### src/rtl/sowd_pkg.sv
package sowd_pkg;

  localparam int          SOWD_AW              = 3;
  // Register indices on the plain register port
  localparam logic [2:0]  SOWD_ADDR_OPT1       = 3'h0;
  localparam logic [2:0]  SOWD_ADDR_OPT2       = 3'h1;
  localparam logic [2:0]  SOWD_ADDR_IDH        = 3'h2;
  localparam logic [2:0]  SOWD_ADDR_IDL        = 3'h3;
  localparam logic [2:0]  SOWD_ADDR_RST_STATUS = 3'h4;

  // Field positions, first options register
  localparam int          SOWD_OPT1_TMO_HI     = 7;
  localparam int          SOWD_OPT1_TMO_LO     = 6;
  localparam int          SOWD_OPT1_STOP       = 5;
  localparam int          SOWD_OPT1_SER2       = 4;
  localparam int          SOWD_OPT1_TWI        = 3;
  // Field positions, second options register
  localparam int          SOWD_OPT2_CLKSEL     = 7;
  localparam int          SOWD_OPT2_WINDOW     = 6;
  localparam int          SOWD_OPT2_TRIG       = 4;
  localparam int          SOWD_OPT2_DIV_HI     = 2;

  // Reset values: watchdog on, longest 1 kHz timeout, stop allowed
  localparam logic [7:0]  SOWD_OPT1_RESET      = 8'he0;
  localparam logic [7:0]  SOWD_OPT2_RESET      = 8'h00;
  localparam logic [7:0]  SOWD_OPT1_WMASK      = 8'hf8;
  localparam logic [7:0]  SOWD_OPT2_WMASK      = 8'hd7;

  localparam logic [7:0]  SOWD_SERVICE_FIRST   = 8'h55;
  localparam logic [7:0]  SOWD_SERVICE_SECOND  = 8'haa;

  // Overflow exponents and window opening counts
  localparam int          SOWD_LPO_EXP1        = 5;
  localparam int          SOWD_LPO_EXP2        = 8;
  localparam int          SOWD_LPO_EXP3        = 10;
  localparam int          SOWD_BUS_EXP1        = 13;
  localparam int          SOWD_BUS_EXP2        = 16;
  localparam int          SOWD_BUS_EXP3        = 18;
  localparam logic [18:0] SOWD_WIN_OPEN1       = 19'd6144;
  localparam logic [18:0] SOWD_WIN_OPEN2       = 19'd49152;
  localparam logic [18:0] SOWD_WIN_OPEN3       = 19'd196608;

  // 1 kHz low-power clock derived from the 100 MHz bus clock
  localparam int          SOWD_CLK_HZ          = 100000000;
  localparam int          SOWD_LPO_HZ          = 1000;
  localparam int          SOWD_LPO_DIV         = SOWD_CLK_HZ / SOWD_LPO_HZ;

  typedef struct packed {
    logic [1:0] timeout_sel;
    logic       clock_sel;
    logic       window_mode;
  } sowd_wdog_cfg_s;

  typedef struct packed {
    logic       serial2_pin_location;
    logic       twowire_pin_location;
    logic       stop_mode_allow;
    logic       converter_trigger_source;
    logic [2:0] clock_out_divider;
  } sowd_sys_cfg_s;

endpackage : sowd_pkg

### src/rtl/sowd_top.sv
`timescale 1ns/1ps
// Functional notes
// - First options register: first write only, readable
// - Timeout field 00 disables watchdog
// - 1 kHz source: 2^5, 2^8, 2^10 cycles
// - Bus source: 2^13, 2^16, 2^18 cycles
// - Window mode (bus source only): early status write resets
// - Bus window opens 6144/49152/196608 cycles
// - Stop disallowed means stop is illegal reset
// - Serial2 on F0/F1 or E6/E7
// - Two-wire on F2/F3 or E4/E5
// - Converter trigger: counter overflow or interrupt pin
// - Clock out = bus / (2*divider), zero off
// - Clock select and window bits write once
// - Revision field is hard-wired, read only
// - Part number split across identification registers
// - Service by 0x55 then 0xaa, counter cleared
// - Other status write with watchdog on resets
module sowd_top
  import sowd_pkg::*;
#(
  parameter int         LPO_DIV     = SOWD_LPO_DIV,
  parameter logic [3:0] REVISION    = 4'h1,   // Arbitrary value
  parameter logic [11:0] PART_NUMBER = 12'h5a3  // Arbitrary value
) (
  input  wire logic               clk,
  input  wire logic               rstn,
  input  wire logic [SOWD_AW-1:0] reg_addr,
  input  wire logic [7:0]         reg_wdata,
  input  wire logic               reg_write,
  input  wire logic               reg_read,
  output logic [7:0]              reg_rdata,
  input  wire logic               stop_exec,
  input  wire logic               rtc_overflow,
  input  wire logic               irq_pin_event,
  input  wire logic               converter_hw_trigger_enable,
  output logic                    converter_trigger,
  input  wire logic               serial2_transmit,
  output logic                    serial2_receive,
  input  wire logic               port_f_pin1_in,
  input  wire logic               port_e_pin7_in,
  output logic                    port_f_pin0_out,
  output logic                    port_f_pin0_oe,
  output logic                    port_e_pin6_out,
  output logic                    port_e_pin6_oe,
  input  wire logic               scl_out,
  input  wire logic               scl_oe,
  output logic                    scl_in,
  input  wire logic               sda_out,
  input  wire logic               sda_oe,
  output logic                    sda_in,
  input  wire logic               port_f_pin2_in,
  input  wire logic               port_f_pin3_in,
  input  wire logic               port_e_pin4_in,
  input  wire logic               port_e_pin5_in,
  output logic                    port_f_pin2_out,
  output logic                    port_f_pin2_oe,
  output logic                    port_f_pin3_out,
  output logic                    port_f_pin3_oe,
  output logic                    port_e_pin4_out,
  output logic                    port_e_pin4_oe,
  output logic                    port_e_pin5_out,
  output logic                    port_e_pin5_oe,
  output logic                    port_a_pin0_out,
  output logic                    port_a_pin0_oe,
  output logic                    watchdog_reset,
  output logic                    illegal_opcode_reset
);

  logic        rst_meta;
  logic        rst_sync;
  logic [7:0]  opt1;
  logic [7:0]  opt2;
  logic        opt1_written;
  logic        opt2_written;
  logic [18:0] wd_count;
  logic [18:0] next_wd_count;
  logic        service_armed;
  logic [16:0] lpo_div;
  logic        lpo_tick;
  logic [2:0]  clko_count;
  logic        clko;

  always_ff @(posedge clk or negedge rstn) begin
    if (!rstn) begin
      rst_meta <= 1'b0;
      rst_sync <= 1'b0;
    end else begin
      rst_meta <= 1'b1;
      rst_sync <= rst_meta;
    end
  end

  // Register decode
  wire wr_opt1   = reg_write && reg_addr == SOWD_ADDR_OPT1;
  wire wr_opt2   = reg_write && reg_addr == SOWD_ADDR_OPT2;
  wire wr_status = reg_write && reg_addr == SOWD_ADDR_RST_STATUS;

  sowd_wdog_cfg_s wcfg;
  sowd_sys_cfg_s  scfg;
  assign wcfg.timeout_sel = opt1[SOWD_OPT1_TMO_HI:SOWD_OPT1_TMO_LO];
  assign wcfg.clock_sel   = opt2[SOWD_OPT2_CLKSEL];
  assign wcfg.window_mode = opt2[SOWD_OPT2_WINDOW];
  assign scfg.serial2_pin_location     = opt1[SOWD_OPT1_SER2];
  assign scfg.twowire_pin_location     = opt1[SOWD_OPT1_TWI];
  assign scfg.stop_mode_allow          = opt1[SOWD_OPT1_STOP];
  assign scfg.converter_trigger_source = opt2[SOWD_OPT2_TRIG];
  assign scfg.clock_out_divider        = opt2[SOWD_OPT2_DIV_HI:0];

  // Whole first register locks after one write
  always_ff @(posedge clk or negedge rst_sync) begin
    if (!rst_sync) begin
      opt1         <= SOWD_OPT1_RESET;
      opt1_written <= 1'b0;
    end else if (wr_opt1 && !opt1_written) begin
      opt1         <= reg_wdata & SOWD_OPT1_WMASK;
      opt1_written <= 1'b1;
    end
  end

  // Clock select and window lock after one write; trigger and divider bits stay free
  wire [7:0] opt2_lock_mask = (8'h01 << SOWD_OPT2_CLKSEL) | (8'h01 << SOWD_OPT2_WINDOW);
  wire [7:0] opt2_wmask     = opt2_written ? (SOWD_OPT2_WMASK & ~opt2_lock_mask)
                                           : SOWD_OPT2_WMASK;
  always_ff @(posedge clk or negedge rst_sync) begin
    if (!rst_sync) begin
      opt2         <= SOWD_OPT2_RESET;
      opt2_written <= 1'b0;
    end else if (wr_opt2) begin
      opt2         <= (opt2 & ~opt2_wmask) | (reg_wdata & opt2_wmask);
      opt2_written <= 1'b1;
    end
  end

  // Read data: one cycle after the read strobe, zero otherwise
  wire [7:0] id_high = {REVISION, PART_NUMBER[11:8]};
  wire [7:0] id_low  = PART_NUMBER[7:0];
  logic [7:0] rd_mux;
  always_comb begin
    unique case (reg_addr)
      SOWD_ADDR_OPT1: rd_mux = opt1;
      SOWD_ADDR_OPT2: rd_mux = opt2;
      SOWD_ADDR_IDH:  rd_mux = id_high;
      SOWD_ADDR_IDL:  rd_mux = id_low;
      default:        rd_mux = 8'h00;
    endcase
  end
  always_ff @(posedge clk or negedge rst_sync) begin
    if (!rst_sync) begin
      reg_rdata <= 8'h00;
    end else begin
      reg_rdata <= reg_read ? rd_mux : 8'h00;
    end
  end

  // 1 kHz low-power tick
  always_ff @(posedge clk or negedge rst_sync) begin
    if (!rst_sync) begin
      lpo_div  <= 17'h00000;
      lpo_tick <= 1'b0;
    end else begin
      lpo_tick <= lpo_div == 17'(LPO_DIV - 1);
      lpo_div  <= (lpo_div == 17'(LPO_DIV - 1)) ? 17'h00000 : lpo_div + 17'h00001;
    end
  end

  function automatic logic [18:0] wd_limit(input logic [1:0] t, input logic bus);
    logic [18:0] r;
    r = 19'h00000;
    unique case (t)
      2'b01:   r = bus ? 19'(1) << SOWD_BUS_EXP1 : 19'(1) << SOWD_LPO_EXP1;
      2'b10:   r = bus ? 19'(1) << SOWD_BUS_EXP2 : 19'(1) << SOWD_LPO_EXP2;
      2'b11:   r = bus ? 19'(1) << SOWD_BUS_EXP3 : 19'(1) << SOWD_LPO_EXP3;
      default: r = 19'h00000;
    endcase
    return r;
  endfunction : wd_limit

  function automatic logic [18:0] wd_window(input logic [1:0] t);
    logic [18:0] r;
    r = 19'h00000;
    unique case (t)
      2'b01:   r = SOWD_WIN_OPEN1;
      2'b10:   r = SOWD_WIN_OPEN2;
      2'b11:   r = SOWD_WIN_OPEN3;
      default: r = 19'h00000;
    endcase
    return r;
  endfunction : wd_window

  wire        wd_enable   = wcfg.timeout_sel != 2'b00;
  wire        wd_step     = wcfg.clock_sel ? 1'b1 : lpo_tick;
  wire [18:0] wd_max      = wd_limit(wcfg.timeout_sel, wcfg.clock_sel);
  // Window only meaningful for the bus source
  wire        window_on   = wcfg.window_mode && wcfg.clock_sel;
  wire        window_shut = window_on && wd_count < wd_window(wcfg.timeout_sel);
  wire        is_first    = reg_wdata == SOWD_SERVICE_FIRST;
  wire        is_second   = reg_wdata == SOWD_SERVICE_SECOND;
  wire        svc_done    = wr_status && service_armed && is_second && !window_shut;
  wire        bad_write   = wr_status && ((!is_first && !is_second) || window_shut);
  wire        overflow    = wd_step && (wd_count + 19'h00001) >= wd_max;

  always_comb begin
    next_wd_count = wd_count;
    // Restart on overflow too, so each timeout gives one pulse
    if (!wd_enable || svc_done || overflow) begin
      next_wd_count = 19'h00000;
    end else if (wd_step) begin
      next_wd_count = wd_count + 19'h00001;
    end
  end

  always_ff @(posedge clk or negedge rst_sync) begin
    if (!rst_sync) begin
      wd_count       <= 19'h00000;
      service_armed  <= 1'b0;
      watchdog_reset <= 1'b0;
    end else begin
      wd_count       <= next_wd_count;
      if (wr_status) begin
        service_armed <= is_first && !window_shut;
      end
      watchdog_reset <= wd_enable && ((overflow && !svc_done) || bad_write);
    end
  end

  // Stop instruction policing
  always_ff @(posedge clk or negedge rst_sync) begin
    if (!rst_sync) begin
      illegal_opcode_reset <= 1'b0;
    end else begin
      illegal_opcode_reset <= stop_exec && !scfg.stop_mode_allow;
    end
  end

  // Pin routing
  wire s2e = scfg.serial2_pin_location;
  assign port_f_pin0_out = s2e ? 1'b0 : serial2_transmit;
  assign port_f_pin0_oe  = !s2e;
  assign port_e_pin6_out = s2e ? serial2_transmit : 1'b0;
  assign port_e_pin6_oe  = s2e;
  assign serial2_receive = s2e ? port_e_pin7_in : port_f_pin1_in;

  wire twe = scfg.twowire_pin_location;
  assign port_f_pin2_out = scl_out;
  assign port_f_pin2_oe  = !twe && scl_oe;
  assign port_f_pin3_out = sda_out;
  assign port_f_pin3_oe  = !twe && sda_oe;
  assign port_e_pin4_out = scl_out;
  assign port_e_pin4_oe  = twe && scl_oe;
  assign port_e_pin5_out = sda_out;
  assign port_e_pin5_oe  = twe && sda_oe;
  assign scl_in = twe ? port_e_pin4_in : port_f_pin2_in;
  assign sda_in = twe ? port_e_pin5_in : port_f_pin3_in;

  assign converter_trigger = converter_hw_trigger_enable &&
    (scfg.converter_trigger_source ? irq_pin_event : rtc_overflow);

  // Clock out: toggle every divider cycles, period 2*divider
  wire [2:0] div = scfg.clock_out_divider;
  always_ff @(posedge clk or negedge rst_sync) begin
    if (!rst_sync) begin
      clko_count <= 3'h0;
      clko       <= 1'b0;
    end else if (div == 3'h0) begin
      clko_count <= 3'h0;
      clko       <= 1'b0;
    end else if (clko_count >= div - 3'h1) begin
      clko_count <= 3'h0;
      clko       <= !clko;
    end else begin
      clko_count <= clko_count + 3'h1;
    end
  end
  assign port_a_pin0_out = clko;
  assign port_a_pin0_oe  = div != 3'h0;

endmodule : sowd_top

### config.mk
export PLATFORM = sky130hd
export DESIGN_NAME = sowd_top
export DESIGN_NICKNAME = d
export VERILOG_FILES = /design/src/rtl/sowd_pkg.sv /design/src/rtl/sowd_top.sv
export SDC_FILE = /design/constraint.sdc
export NUM_CORES = 1
export LEC_CHECK = 0
export CAP_MARGIN = 25
export CORE_AREA = 5 5 97 99
export CTS_BUF_LIST = sky130_fd_sc_hd__clkbuf_8
export DETAILED_ROUTE_END_ITERATION = 6
export DIE_AREA = 0 0 102 104
export DONT_BUFFER_PORTS = 1
export PLACE_DENSITY = 0.64
export SYNTH_ARGS = -nofsm -noshare
export SYNTH_HDL_FRONTEND = slang
export SYNTH_SLANG_ARGS = --single-unit
### constraint.sdc
create_clock -name clk -period 4.45 [get_ports clk]
set_clock_uncertainty 0.2 [all_clocks]
set_input_delay 0.2225 -clock clk [delete_from_list [all_inputs] [get_ports clk]]
set_output_delay 0.2225 -clock clk [all_outputs]
set_load 0.05 [all_outputs]
**After elaboration in Yosys (flattened, before gate mapping)**

Index checks and enable logic that the tools add are counted.

- Register bits: 69
- Logic and storage cells: 99

- Add/subtract/negate cells: 4
- Magnitude comparators: 3
- Equality and inequality tests: 10
- Multiplexer cells: 22
- Bitwise gates (word level): 4
- Reduce and logical (&&, ||, !) cells: 41

Operator list:

| kind | count |
|---|---|
| two-way mux 19 bit | 3 |
| one-hot mux 19 bit (3 select lines) | 1 |
| one-hot mux 18 bit (3 select lines) | 1 |
| two-way mux 17 bit | 2 |
| one-hot mux 8 bit (4 select lines) | 1 |
| logical AND 1 bit | 21 |
| adder 19 x 1 -> 19 bit (second input constant) | 1 |
| >= comparator 19 bit | 1 |
| < comparator 19 bit | 1 |
| adder 17 x 1 -> 17 bit (second input constant) | 1 |
| equality test 17 bit (second input constant) | 1 |
| bitwise AND 8 bit | 2 |
| two-way mux 8 bit | 2 |
| two-way mux 14 bit | 1 |
| zero test 1 bit | 10 |
| two-way mux 1 bit | 9 |
| equality test 8 x 7 -> 1 bit (second input constant) | 1 |
| equality test 8 bit (second input constant) | 1 |
| NOT 8 bit | 1 |
| OR 8 bit | 1 |
| equality test 3 x 2 -> 1 bit (second input constant) | 2 |
| zero test 3 bit | 2 |
| two-way mux 3 bit | 2 |
| nonzero test 2 bit | 3 |
| 9 further kinds | 13 |

**Depth between registers and ports, before layout**

- Word-level depth: 10
- Mapped depth: 14
- Gate-level depth less buffers: 13

**Worst setup path after synthesis**

No wires, ideal clock.

- Kind: register to register
- Start point: reg wd_count[0]
- End point: reg wd_count[11]
- Setup time: 0.136 ns
- Data arrival time: 3.213 ns
- Data required time: 4.114 ns
- Slack: 0.900 ns
- Cell stages (with the launch flop): 15
- Clock period less this slack: 3.550 ns
- Cells stage by stage: dfrtp_1 > ha_1 > nand2_1 > nor4_1 > nand3_1 > nor2_1 > xor2_1 > ha_1 > nand4_1 > mux2i_1 > a41oi_1 > a31o_2 > clkbuf_1 > o211ai_1 > a21oi_1

- Cells in the longest elaborated chain, start to end: 7
- Elaborated cells on any way between the ends: 12

RTL lines:

| what | RTL line | text |
|---|---|---|
| start, declared | sowd_top.sv:76 | `logic [18:0] wd_count;` |
| start signal, assigned | sowd_top.sv:219 | `wd_count <= next_wd_count;` |
| branches (longest 7 deep; another with adder 19 x 1 -> 19 bit) | - |  |

Parallel ways; which one is timed is not known. The select of a mux whose other input is x is not followed.
A chain may end at the register's enable or synchronous reset.

**Worst setup path after layout**

- Start point: reg wd_count[0]
- End point: reg wd_count[14]

Same word-level chain as after synthesis.

==> impl_metrics.env <==
export IMPL_status="finished, final reports clean"
export IMPL_clk_pin_slew_ns=0.09
export IMPL_numCtsBuffers=9
export IMPL_hold_slack_ns=0.0223
export IMPL_crit_required_ns=4.49
export IMPL_cp_data_arrival_time_ns=4.08
export IMPL_ys_seq_elements=67
export IMPL_rsz0062_at_grt="no"
export IMPL_r2r_end="wd_count[14]"
export IMPL_min_path_cells=3
export IMPL_fin_crit_ns=4.04
export IMPL_max_cap_viol_count=0
export IMPL_yosysSeqAreaShare=0.410
export IMPL_worst_path_max_fanout=23
export IMPL_clock_sinks=67
export IMPL_clock_root_buffer="clkbuf_8"
export IMPL_fillCellCount=735
export IMPL_drive_gt1_frac=0.110
export IMPL_synth_edff_count=0
export IMPL_holdCritPathClass="input port to register"
export IMPL_dpl_hpwl_mm=6.19
export IMPL_die_w_um=102
export IMPL_wl_per_cell_um=16.2
export IMPL_grt_max_degree=35
export IMPL_start_util=0.484
export IMPL_fin_nets=499
export IMPL_mostFrequentLayoutCells="63 x dfrtp_1, 45 x nand2_1, 36 x nor2_1, 26 x a21oi_1"
export IMPL_synth_warnings=0
export IMPL_fmax_mhz=248
export IMPL_firstDrtPassIters=5
export IMPL_regArea_mm2=0.00168
export IMPL_worstMarginPinSlew_ns=0.933
export IMPL_wl_mm=9.10
export IMPL_end_kind="register"
export IMPL_gp_congestion=0.882
export IMPL_ir_drop_mv=0.333
export IMPL_fp_dieH_um=104
export IMPL_track_usage=0.180
export IMPL_drt_initial_drc_count=148
export IMPL_grt_pass1_wl_mm=15.3
export IMPL_synthDistinctLibCells=58
export IMPL_p_leak_nw=1.85
export IMPL_numPortBuffers=0
export IMPL_reg2reg_slack_ns=0.41
export IMPL_syn_to_final_growth_pct=9.90
export IMPL_h_tree_depth=3
export IMPL_async_flop_share=1.00
export IMPL_core_area_mm2=0.00847
export IMPL_final_common_cell="dfrtp_1"
export IMPL_clk_insertion_delay_late_ns=0.35
export IMPL_drv_slew=0
export IMPL_avgSynthCellArea_um2=9.12
export IMPL_ant_nets=0
export IMPL_synth_fp_nets=499
export IMPL_grt_pass1_vias=3170
export IMPL_post_cts_setup_buffers=0
export IMPL_multi_input_area_mm2=0.00223
export IMPL_synth_cells=449
export IMPL_hold_end="reg_rdata[2]"
export IMPL_clk_path_buf_depth=2
export IMPL_min_period_over_period=0.907
export IMPL_critPathLaunchType="register"
export IMPL_power_density_mw_per_mm2=393
export IMPL_num_vias=3267
export IMPL_synth_flop_cell="dfrtp_1"
export IMPL_antenna_found_initial=0
export IMPL_final_setup_tns_ns=0
export IMPL_crit_type="register to register"
export IMPL_rows=34
export IMPL_relSlewSlack=0.377
export IMPL_min_from="reg_addr[0]"
export IMPL_worstRegToRegCells=13
export IMPL_grt_overflow_total=0
export IMPL_cts_tree="done"
export IMPL_route_detailed_drc=0
export IMPL_dieArea_mm2=0.0106
export IMPL_regToRegStartpoint="wd_count[0]"
export IMPL_n_antenna_cell=0
export IMPL_setup_viol=0
export IMPL_synth_area_mm2=0.00410
export IMPL_design_portCount=58
export IMPL_hold_viol=0
export IMPL_vias_per_cell=5.81
## registers in the layout, summed over array words and instances, names as in the netlist, named ones only
name and cells:
wd_count 19, lpo_div 17, reg_rdata 8, opt1 5, opt2 4, clko_count 3
illegal_opcode_reset 1, lpo_tick 1, opt1_written 1, opt2_written 1, port_a_pin0_out 1, rst_meta 1
rst_sync 1, service_armed 1, watchdog_reset 1
## cells in the mapped netlist (5+ instances only)
master / count / area (um2)
a21oi_1: 26 / 130
and2_1: 13 / 81.3
and3_1: 5 / 31.3
buf_2: 6 / 30.0
buf_4: 5 / 37.5
clkbuf_1: 19 / 71.3
dfrtp_1: 64 / 1600
ha_1: 20 / 250
inv_1: 10 / 37.5
mux2_2: 12 / 135
nand2_1: 45 / 169
nand2b_1: 8 / 50.1
nand3_1: 20 / 100
nand3b_1: 5 / 37.5
nand4_1: 19 / 119
nor2_1: 37 / 139
nor2b_1: 11 / 68.8
nor3_1: 15 / 75.1
nor4_1: 6 / 37.5
o211ai_1: 13 / 97.6
o21ai_0: 9 / 45.0
xnor2_1: 14 / 123
xor2_1: 11 / 96.3
## stage by stage
stage	instances	util	area, um2	setup WS, ns	power (W)
2_1_floorplan	449	-	4100	0.900	0.00115
3_3_place_gp	529	0.486	4110	0.516	0.00121
3_5_place_dp	529	0.486	4110	0.233	0.00123
4_1_cts	562	0.531	4490	0.227	0.00179
5_1_grt	562	0.532	4500	0.0272	0.00187
6_report	562	0.532	4500	0.415	0.00177
## where the power goes
part	internal (W)	switching [W]
Sequential	0.000667	0.000122
Clock	0.000292	0.000250
Combinational	0.000153	0.000285
## worst max-delay path by stage
stage                startpoint             end  slack, ns  cells past startpoint
finish              wd_count[0]    wd_count[14]       0.41                     13
global route        wd_count[0]    wd_count[14]       0.03                     13
CTS                 wd_count[0]    wd_count[14]       0.23                     13
detailed placement  wd_count[0]    wd_count[14]       0.23                     13
global placement    wd_count[0]  watchdog_reset       0.52                     13
floorplan           wd_count[0]    wd_count[11]       0.90                     14
## cells by family after synthesis
| logic type | synth area share |
|---|---|
| adders and majority gates | 0.0636 |
| DFF | 0.410 |
| buffers and inverters | 0.0480 |
| muxes | 0.0440 |
| xor gates and xnor gates | 0.0535 |
| and+or+nand+nor | 0.269 |
| other | 0.000916 |
| AOI/OAI and AO/OA | 0.111 |
## layout make-up
| type | count | share of cell area |
|---|---|---|
| sequential | 67 | 0.374 |
| timing repair buffer | 22 | 0.0461 |
| clock inverter | 5 | 0.0133 |
| multi-input combinational | 339 | 0.495 |
| tap | 108 | 0.0300 |
| clock buffer | 11 | 0.0336 |
| inverter | 10 | 0.00834 |
## metal layers
metal	global-route usage	vias to the layer above	wire, um
li1	-	1592	-
met4	0.0572	0	119
met2	0.286	67	4440
met5	0	-	0
met1	0.240	1599	4160
met3	0.0423	9	385
## timing repair
| item | CTS | global route |
|---|---|---|
| resized for setup | 0 | 1 |
| hold endpoints to repair | 24 | 0 |
| endpoints found under the setup margin | 0 | 7 |
| hold buffers | 17 | 0 |
## worst max-delay path, stage by stage, from the launching register on
cell and delay, ns:
dfrtp_1 0.48, ha_1 0.29, nand2_1 0.15, nor4_2 0.48, nand3_1 0.23, nor2_1 0.17, xor2_1 0.21, ha_1 0.31
nand4_1 0.12, mux2i_1 0.12, a41oi_1 0.24, a31o_2 0.45, a21oi_1 0.16, nor4_1 0.32
No activity file was read; power rests on OpenSTA's default activity.
